`src/include/cecnt_pkg.sv`:
```
// Purpose: Shared constants for the correctable error counter bank.
// Assumes: One core clock, 12-bit control-register addresses.
// Notes: Register layout is threshold in the top bits, count below.
package cecnt_pkg;
    localparam int ADDR_W = 12;
    localparam int DATA_W = 32;
    localparam int NUM_CNT = 3;
    localparam int CNT_W = 27;
    localparam int THR_W = 5;
    localparam int THR_LSB = 27;
    localparam int THR_MSB = 31;
    localparam int CNT_LSB = 0;
    localparam int CNT_MSB = 26;
    localparam logic [THR_W-1:0] THR_MAX = 5'h1A;
    localparam logic [ADDR_W-1:0] ADDR_ICACHE = 12'h7F0;
    localparam logic [ADDR_W-1:0] ADDR_ITCM = 12'h7F1;
    localparam logic [ADDR_W-1:0] ADDR_DTCM = 12'h7F2;
    localparam logic [DATA_W-1:0] REG_RESET = 32'h0000_0000;
    localparam logic [CNT_W-1:0] CNT_ONE = 27'h000_0001;
    localparam int IDX_ICACHE = 0;
    localparam int IDX_ITCM = 1;
    localparam int IDX_DTCM = 2;
endpackage

```
`src/cecnt_bank.sv`:
```
// Purpose: Bank of three correctable error counters on control registers.
// Assumes: Register port reads combinationally decoded, data registered.
// Notes: Reads never disturb the counters.
`timescale 1ns/1ps
// Operation
// - The cache counter steps on a tag or data parity/ECC error.
// - Each register has a 5-bit threshold at 31:27 and 27-bit count.
// - When the selected count bit rises, the interrupt is asserted.
// - Thresholds 27 to 31 are stored as 26.
// - The interrupt is a level held while count reaches 2**thresh.
// - A write that resets the count clears the interrupt condition.
// - Reads have no side effect and writes set both fields at once.
// - The count wraps past its maximum without saturating.
// - The instruction memory counter steps on fetch or DMA errors.
// - The data memory counter steps on retired access or DMA errors.
// - DMA errors count in sleep halt and debug halt states too.
// - The registers sit at addresses 0x7F0, 0x7F1 and 0x7F2.
// - Any written value is accepted and only legal ones read back.
// - All fields reset to zero.
module cecnt_bank (
    input wire logic i_clk,
    input wire logic i_rst_n,
    input wire logic i_csr_rd,
    input wire logic i_csr_wr,
    input wire logic [11:0] i_csr_addr,
    input wire logic [31:0] i_csr_wdata,
    input wire logic i_icache_tag_err,
    input wire logic i_icache_data_err,
    input wire logic i_itcm_fetch_err,
    input wire logic i_itcm_dma_err,
    input wire logic i_dtcm_ldst_err,
    input wire logic i_dtcm_retire,
    input wire logic i_dtcm_dma_err,
    output logic [31:0] o_csr_rdata,
    output logic o_csr_hit,
    output logic o_irq_icache,
    output logic o_irq_itcm,
    output logic o_irq_dtcm
);
    // ------------------------------------------------------------
    // Address decode and increment sources.
    // ------------------------------------------------------------
    wire logic [2:0] sel;
    wire logic [2:0] inc;
    wire logic [2:0] irq;
    wire logic [31:0] val [3];
    wire logic any_sel;
    wire logic [31:0] rd_mux;

    assign sel[cecnt_pkg::IDX_ICACHE] =
        i_csr_addr == cecnt_pkg::ADDR_ICACHE;
    assign sel[cecnt_pkg::IDX_ITCM] =
        i_csr_addr == cecnt_pkg::ADDR_ITCM;
    assign sel[cecnt_pkg::IDX_DTCM] =
        i_csr_addr == cecnt_pkg::ADDR_DTCM;
    assign any_sel = |sel;

    assign inc[cecnt_pkg::IDX_ICACHE] =
        i_icache_tag_err | i_icache_data_err;
    // DMA errors are not gated by any halt state.
    assign inc[cecnt_pkg::IDX_ITCM] =
        i_itcm_fetch_err | i_itcm_dma_err;
    assign inc[cecnt_pkg::IDX_DTCM] =
        (i_dtcm_ldst_err & i_dtcm_retire) | i_dtcm_dma_err;

    // ------------------------------------------------------------
    // Counter instances.
    // ------------------------------------------------------------
    generate
        for (genvar g = 0; g < cecnt_pkg::NUM_CNT; g++) begin : g_cnt
            cecnt_counter u_cnt (
                .i_clk(i_clk),
                .i_rst_n(i_rst_n),
                .i_wr(i_csr_wr & sel[g]),
                .i_wdata(i_csr_wdata),
                .i_inc(inc[g]),
                .o_value(val[g]),
                .o_irq(irq[g])
            );
        end
    endgenerate

    // ------------------------------------------------------------
    // Read path, registered.
    // ------------------------------------------------------------
    assign rd_mux = sel[cecnt_pkg::IDX_ICACHE] ? val[cecnt_pkg::IDX_ICACHE] :
                    sel[cecnt_pkg::IDX_ITCM] ? val[cecnt_pkg::IDX_ITCM] :
                    sel[cecnt_pkg::IDX_DTCM] ? val[cecnt_pkg::IDX_DTCM] :
                    cecnt_pkg::REG_RESET;

    always_ff @(posedge i_clk or negedge i_rst_n) begin
        if (!i_rst_n) begin
            o_csr_rdata <= cecnt_pkg::REG_RESET;
            o_csr_hit <= 1'b0;
        end else begin
            o_csr_rdata <= i_csr_rd ? rd_mux : cecnt_pkg::REG_RESET;
            o_csr_hit <= (i_csr_rd | i_csr_wr) & any_sel;
        end
    end

    assign o_irq_icache = irq[cecnt_pkg::IDX_ICACHE];
    assign o_irq_itcm = irq[cecnt_pkg::IDX_ITCM];
    assign o_irq_dtcm = irq[cecnt_pkg::IDX_DTCM];

    // ------------------------------------------------------------
    // Assertions.
    // ------------------------------------------------------------
    a_read_value: assert property (@(posedge i_clk) disable iff (!i_rst_n)
        (i_csr_rd && sel[cecnt_pkg::IDX_ITCM]) |=>
        o_csr_rdata == $past(val[cecnt_pkg::IDX_ITCM]))
        else $error("Read data does not match the register.");
    a_dtcm_spec: assert property (@(posedge i_clk) disable iff (!i_rst_n)
        (i_dtcm_ldst_err && !i_dtcm_retire && !i_dtcm_dma_err && !i_csr_wr)
        |=> $stable(val[cecnt_pkg::IDX_DTCM]))
        else $error("Speculative error was counted.");
    a_reset_irq: assert property (@(posedge i_clk) disable iff (!i_rst_n)
        (i_csr_wr && sel[cecnt_pkg::IDX_ICACHE] && i_csr_wdata[26:0] == 27'h0)
        |=> !o_irq_icache)
        else $error("Interrupt survived a count reset.");
    c_rd_hit: cover property (@(posedge i_clk) disable iff (!i_rst_n)
        i_csr_rd && any_sel);
    c_dma_irq: cover property (@(posedge i_clk) disable iff (!i_rst_n)
        i_itcm_dma_err ##1 $rose(o_irq_itcm));
endmodule

```
`src/cecnt_counter.sv`:
```
// Purpose: One error counter with threshold and level interrupt.
// Assumes: Write and increment are single-cycle pulses on i_clk.
// Notes: Read data is the stored register, always legal.
`timescale 1ns/1ps
module cecnt_counter (
    input wire logic i_clk,
    input wire logic i_rst_n,
    input wire logic i_wr,
    input wire logic [31:0] i_wdata,
    input wire logic i_inc,
    output logic [31:0] o_value,
    output logic o_irq
);
    // ------------------------------------------------------------
    // Threshold legalisation and count update.
    // ------------------------------------------------------------
    logic [4:0] thr_reg;
    logic [4:0] thr_next;
    logic [26:0] cnt_reg;
    logic [26:0] cnt_next;
    logic irq_next;
    wire logic [4:0] wr_thr;
    wire logic [26:0] wr_cnt;
    wire logic thr_bad;
    wire logic [27:0] cnt_sum;
    wire logic sel_bit_next;
    wire logic [4:0] thr_legal;

    assign wr_thr = i_wdata[cecnt_pkg::THR_MSB:cecnt_pkg::THR_LSB];
    assign wr_cnt = i_wdata[cecnt_pkg::CNT_MSB:cecnt_pkg::CNT_LSB];
    assign thr_bad = wr_thr > cecnt_pkg::THR_MAX;
    assign thr_legal = thr_bad ? cecnt_pkg::THR_MAX : wr_thr;
    // Counter wraps, no saturation.
    assign cnt_sum = {1'b0, cnt_reg} + {1'b0, cecnt_pkg::CNT_ONE};
    // Write wins and replaces both fields at once.
    assign thr_next = i_wr ? thr_legal : thr_reg;
    assign cnt_next = i_wr ? wr_cnt :
                      (i_inc ? cnt_sum[26:0] : cnt_reg);
    assign sel_bit_next = cnt_next[thr_next];
    // Level interrupt: count >= 2**thresh, i.e. any bit at or above it.
    always_comb begin
        irq_next = 1'b0;
        for (int b = 0; b < cecnt_pkg::CNT_W; b++) begin
            if (b >= int'(thr_next) && cnt_next[b]) begin
                irq_next = 1'b1;
            end
        end
    end

    always_ff @(posedge i_clk or negedge i_rst_n) begin
        if (!i_rst_n) begin
            thr_reg <= cecnt_pkg::REG_RESET[cecnt_pkg::THR_MSB:
                                            cecnt_pkg::THR_LSB];
            cnt_reg <= cecnt_pkg::REG_RESET[cecnt_pkg::CNT_MSB:
                                            cecnt_pkg::CNT_LSB];
            o_irq <= 1'b0;
        end else begin
            thr_reg <= thr_next;
            cnt_reg <= cnt_next;
            o_irq <= irq_next;
        end
    end

    assign o_value = {thr_reg, cnt_reg};

    // ------------------------------------------------------------
    // Assertions.
    // ------------------------------------------------------------
    a_thr_legal: assert property (@(posedge i_clk) disable iff (!i_rst_n)
        thr_reg <= cecnt_pkg::THR_MAX)
        else $error("Threshold holds an illegal value.");
    a_inc_step: assert property (@(posedge i_clk) disable iff (!i_rst_n)
        (i_inc && !i_wr) |=> cnt_reg == $past(cnt_reg) + 27'h000_0001)
        else $error("Count did not step by one.");
    a_wr_wins: assert property (@(posedge i_clk) disable iff (!i_rst_n)
        i_wr |=> cnt_reg == $past(wr_cnt))
        else $error("Written count not stored.");
    a_irq_level: assert property (@(posedge i_clk) disable iff (!i_rst_n)
        o_irq == ((cnt_reg >> thr_reg) != 27'h000_0000))
        else $error("Interrupt does not match count and threshold.");
    a_hold_idle: assert property (@(posedge i_clk) disable iff (!i_rst_n)
        (!i_wr && !i_inc) |=> $stable(o_value))
        else $error("Register changed without cause.");
    a_cross_irq: assert property (@(posedge i_clk) disable iff (!i_rst_n)
        $rose(sel_bit_next) && !i_wr |=> o_irq)
        else $error("Threshold crossing gave no interrupt.");
    c_wrap: cover property (@(posedge i_clk) disable iff (!i_rst_n)
        i_inc && !i_wr && cnt_reg == 27'h7FF_FFFF);
    c_irq_rise: cover property (@(posedge i_clk) disable iff (!i_rst_n)
        $rose(o_irq));
    c_wr_inc: cover property (@(posedge i_clk) disable iff (!i_rst_n)
        i_wr && i_inc);
endmodule

```
`config.mk`:
```
export PLATFORM = sky130hd
export DESIGN_NAME = cecnt_bank
export DESIGN_NICKNAME = d
export VERILOG_FILES = /design/src/include/cecnt_pkg.sv /design/src/cecnt_bank.sv /design/src/cecnt_counter.sv
export SDC_FILE = /design/constraint.sdc
export NUM_CORES = 1
export LEC_CHECK = 0
export ABC_AREA = 1
export BUFFER_PORTS_ARGS = -buffer_cell sky130_fd_sc_hd__buf_4
export CAP_MARGIN = 20
export CORE_MARGIN = 2
export CORE_UTILIZATION = 30
export DETAILED_ROUTE_END_ITERATION = 10
export HOLD_SLACK_MARGIN = 0.02
export SYNTH_ARGS = -nofsm -noshare
export SYNTH_HDL_FRONTEND = slang
export SYNTH_HIERARCHICAL = 1
export SYNTH_SLANG_ARGS = --single-unit
```
`constraint.sdc`:
```
create_clock -name i_clk -period 4.7 [get_ports i_clk]
set_clock_uncertainty 0.05 [all_clocks]
set_input_delay 0.47 -clock i_clk [delete_from_list [all_inputs] [get_ports i_clk]]
set_output_delay 0.47 -clock i_clk [all_outputs]
set_load 0.03 [all_outputs]
```
# After elaboration in Yosys (flattened, before gate mapping)
# Cells that the tools add are included.
[totals]
output_inout_bits = 36
in_bits = 55
register_bits = 132
[op_classes]
reduce_logical = 82
n_mux = 95
bitwise_logic = 9
addsub = 3
eq_ne = 3
magnitude_cmp = 82
[ops]
columns = ["operator", "count"]
rows = [
  ["5-bit >= comparator (first input constant)", 33],
  ["27-bit two-way mux", 6],
  ["32-bit two-way mux", 4],
  ["4-bit by 5-bit >= comparator with 1-bit output (first input constant)", 24],
  ["27-bit by 1-bit adder with 27-bit output (second input constant)", 3],
  ["1-bit logical AND", 81],
  ["1-bit two-way mux", 81],
  ["3-bit by 5-bit >= comparator with 1-bit output (first input constant)", 12],
  ["12-bit by 11-bit equality test with 1-bit output (second input constant)", 3],
  ["1-bit by 5-bit >= comparator with 1-bit output (first input constant)", 6],
  ["2-bit by 5-bit >= comparator with 1-bit output (first input constant)", 6],
  ["5-bit two-way mux", 4],
  ["1-bit AND", 5],
  ["5-bit greater-than comparator (second input constant)", 1],
  ["1-bit OR", 4],
  ["3-bit OR reduction", 1],
]

# Longest topological paths before layout
[logic_depth]
depth_word = 32
ltp_mapped = 22
mapped_depth_nobuf = 20

# Cells and area by module
# Netlist, hierarchy kept.
[by_module_without_submodules]
columns = ["module", "n_inst", "seq_area_each_um2", "cells_each", "area_each_um2"]
rows = [
  ["cecnt_counter", 3, 825.8, 426, 2638.8],
  ["cecnt_bank", 1, 825.8, 254, 2103.3],
]

# Worst setup path after synthesis
# Ideal clock, no wire load.
[synth_path]
path_type = "input to register"
start = "in i_csr_addr[3]"
end = "reg g_cnt[1].u_cnt.o_irq"
n_path_buf = 4
stages = 15
arrival_ns = 2.475
required_ns = 4.531
setup_slack_ns = 2.057
setup_ns = 0.119
path_cell_list = "nor2_2 > inv_2 > nor2_4 > buf_2 > nand2_1 > nor3_1 > inv_2 > buf_2 > buf_2 > buf_2 > or2_2 > nand3_1 > nand2_1 > nor2_1 > nand2_1"
[synth_between]
elab_chain_cells = 32
word_cells_on_any_way = 85
cone_classes = "order compare (27); eq/ne (1); mux (29); bitwise (1); reduce/logical (27)"
[synth_lines]
columns = ["item", "line", "rtl"]
rows = [
  ["start: declaration", "cecnt_bank.sv:25", "input wire logic [11:0] i_csr_addr,"],
  ["12-bit by 11-bit equality test with 1-bit output *", "cecnt_bank.sv:53", "i_csr_addr == cecnt_pkg::ADDR_ITCM;"],
  ["1-bit AND *", "cecnt_bank.sv:74", ".i_wr(i_csr_wr & sel[g]),"],
  ["5-bit two-way mux", "cecnt_counter.sv:36", "assign thr_next = i_wr ? thr_legal : thr_reg;"],
  ["1-bit by 5-bit >= comparator with 1-bit output", "cecnt_counter.sv:44", "if (b >= int'(thr_next) && cnt_next[b]) begin"],
  ["1-bit logical AND", "cecnt_counter.sv:44", ""],
  ["1-bit two-way mux (26 in a row)", "cecnt_counter.sv:44", ""],
  ["1-bit two-way mux *", "cecnt_counter.sv:44", ""],
  ["named net g_cnt[1].u_cnt.irq_next", "cecnt_counter.sv:21", "logic irq_next;"],
  ["end signal: assignment", "cecnt_counter.sv:60", "o_irq <= irq_next;"],
  ["end: declaration", "cecnt_counter.sv:12", "output logic o_irq"],
]
# The timed path passes the listed nets; every way through them passes the cells marked *.

# Worst setup path in the final report
[layout_path]
start = "in i_csr_addr[9]"
end = "reg g_cnt[1].u_cnt.o_irq"
# The elaborated chain is that of the path after synthesis.

==> flow_summary.toml <==
[setup_path]
r2r_cells = 13
max_stage_delay_ns = 0.58
cpMostUsedCell = "nand2_1"
slowest_stage = "inv_2"
cp.depth = 19
endpoint_kind = "register"
r2r_end = "g_cnt[1].u_cnt/o_irq"
required_ns = 4.98
crit_buf_inv = 4
worst_setup_path_start_kind = "primary input"
crit_fanout = 50
r2r_start = "g_cnt[1].u_cnt/cnt_reg[0]"
cp_cell_sequence = "buf_4 -> nand2_1 -> inv_1 -> nand3_1 -> nor3_2 -> inv_2 -> nand2_1 -> nand2_1 -> inv_1 -> nand2_1 -> nor2_1 -> nand3_1 -> nand2_1 -> nor2_1 -> nand3_1 -> nor2_1 -> nand2_1 -> nor2_1 -> nand2_1"
path_class = "in -> reg"
path_delay_family = "simple AND/OR/NAND/NOR gates"
arrival_ns = 3.37
rrSetupSlack_ns = 2.42

[clock_network]
cts_max_level = 4
cts_resized = 0
cts_buffers = 17
cts_root_buffer = "clkbuf_16"
cts_tree = "done"
clk_latency_ns = 0.45
cts_hold_buf = 0
cts_setup_buffers = 0
cts_sinks = 132
path_clk_slew_ns = 0.07
cts.path.max_buffers = 2

[routing]
vias = 10800
via_per_inst = 5.23
ant_nets = 0
dr.pass1.iters = 6
drc = 0
finalWirelength_microns = 39200
wl_per_cell_microns = 19.1
drtIter0Drc = 1508

[timing]
holdWs_ns = 0.0950
rsz0062_at_grt = "no"
slew-limit-headroom = 0.331
drv_slew = 0
min_period_ns = 3.09
setup_tns_ns = 0
finalHoldViolCount = 0
fin_crit_sh = 0.658
setup_viol = 0
fmax_mhz = 323
tightest_slew_ns = 1.00

[yosys]
netlist.top_cell.by_area = "dfrtp_1"
ys_types = 33
synthesis.instances = 1532
synth_nets = 1590
netlist.area_leader.share = 0.330
synth_edf_count = 0
yosysWarnings = 6
ys_seq_elements = 132
ys_top_cells_by_count = "nand2_1, inv_1, nand3_1"
postSynth.asyncResetShare = 1.00
netlist_top_cells_area = "dfrtp_1, nand2_1, nand3_1"
syn_area_sq_mm = 0.0100
syn_avg_cell_area_sq_um = 6.54
ys.flop_type = "dfrtp_1"
yosysMostFrequentCell = "nand2_1"
synth.yosys.seq_area_share = 0.330

[finish]
largest_reg_flops = 81
num-fill-cells = 3539
layout.nets = 1658
syn2layout_area_growth_pct = 16.6
drive_gt1_frac = 0.145
final_area_sq_mm = 0.0117
diodes = 0

[floorplanning]
core_area_sq_mm = 0.0327
io_pins = 91
die_h_microns = 187
rows = 66
die_w_microns = 187
die_area_sq_mm = 0.0349
initial_core_util = 0.306

[power]
p_clk_frac = 0.372
power.density_mw_per_mm2 = 332
seqPwrFrac = 0.378
p_switching_mw = 1.45
ir_worst_vdd_mv = 0.255
comb_power_share = 0.250
leakage_nw = 5.79
p_int_mw = 2.43
swShare = 0.374
power_mw = 3.88

[global_route]
overflow = 0
grt_pass1_wl_microns = 59700
track_usage = 0.224
antenna_found_initial = 3
grt_pass1_vias = 10200
grt_max_degree = 96

[job]
cap_violations = 0

[hold_path]
hold_path_class = "in -> async"

[outcome]
status = "complete, no violations"

[placed_design]
placed_cell_area_sq_mm = 0.0110
io_buffers = 90
place.gp.congestion = 0.944
dp_hpwl_microns = 30000
[power groups by stage]
stage	combinational (mW)	sequential [mW]	clock, mW
2_1_floorplan	0.672	1.41	0
3_3_place_gp	0.943	1.48	0
3_5_place_dp	0.949	1.48	0
4_1_cts	0.954	1.46	1.45
5_1_grt	1.11	1.48	1.51
6_report	0.971	1.47	1.44
[placed cells by master, fill, tap and decap left out, types with 5 or more instances in the layout]
cell	synthesis	layout
o211ai_1	35	35
xnor2_1	6	6
clkbuf_16	0	17
nor3_1	11	9
o21ai_0	33	33
a21oi_1	48	48
inv_1	154	154
a31oi_1	6	6
nor2_4	18	19
dfrtp_1	132	132
nor2_1	127	126
and2_1	15	15
nand3_1	147	147
nand3b_1	38	38
a21boi_0	21	21
nor2_2	13	13
o21bai_1	9	9
clkinv_4	0	5
nand2_1	522	522
nand4_1	59	59
or2_2	38	38
xor2_1	6	6
o21ai_2	9	9
inv_2	13	13
nand2_2	6	6
buf_4	4	97
o21ai_1	6	6
[layout make-up]
type / instances / area [sq um] / area share
Sequential cell: 132 / 3300 / 0.283
Multi-Input combinational cell: 1183 / 5810 / 0.498
Timing Repair Buffer: 99 / 767 / 0.0657
Clock buffer: 18 / 439 / 0.0376
Tap cell: 442 / 553 / 0.0473
Clock inverter: 14 / 179 / 0.0153
Inverter: 167 / 627 / 0.0537
[through the flow]
| stage | cells | worst slack (ns) | util |
|---|---|---|---|
| 6_report | 2055 | 1.61 | 0.357 |
| 3_3_place_gp | 2022 | 1.23 | 0.337 |
| 5_1_grt | 2055 | 1.26 | 0.357 |
| 4_1_cts | 2054 | 1.67 | 0.356 |
| 2_1_floorplan | 1532 | 2.06 | - |
| 3_5_place_dp | 2022 | 1.21 | 0.337 |
[worst max path at each step]
stage                  startpoint                    to  slack [ns]
detailed placement  i_csr_addr[9]  g_cnt[1].u_cnt/o_irq        1.21
floorplan           i_csr_addr[3]  g_cnt[1].u_cnt/o_irq        2.06
finish              i_csr_addr[9]  g_cnt[1].u_cnt/o_irq        1.61
global placement    i_csr_addr[9]  g_cnt[1].u_cnt/o_irq        1.23
global route        i_csr_addr[9]  g_cnt[1].u_cnt/o_irq        1.26
CTS                 i_csr_addr[9]  g_cnt[1].u_cnt/o_irq        1.67
[logic make-up after synthesis]
kind of cell | share of synthesized area
flip-flops | 0.330
XOR/XNOR | 0.0105
AO/OA/AOI/OAI | 0.112
buffers and inverters | 0.0919
AND/OR/NAND/NOR | 0.453
adder cells (fa/ha/maj) | 0.00375
[routing by layer]
metal	GRT usage	share of wire	up-vias
met4	0.107	0.047	0
met5	0	0	-
met1	0.306	0.43	4998
li1	-	-	5124
met3	0.0410	0.088	93
met2	0.340	0.44	542
No activity file was read; power rests on OpenSTA's default activity.
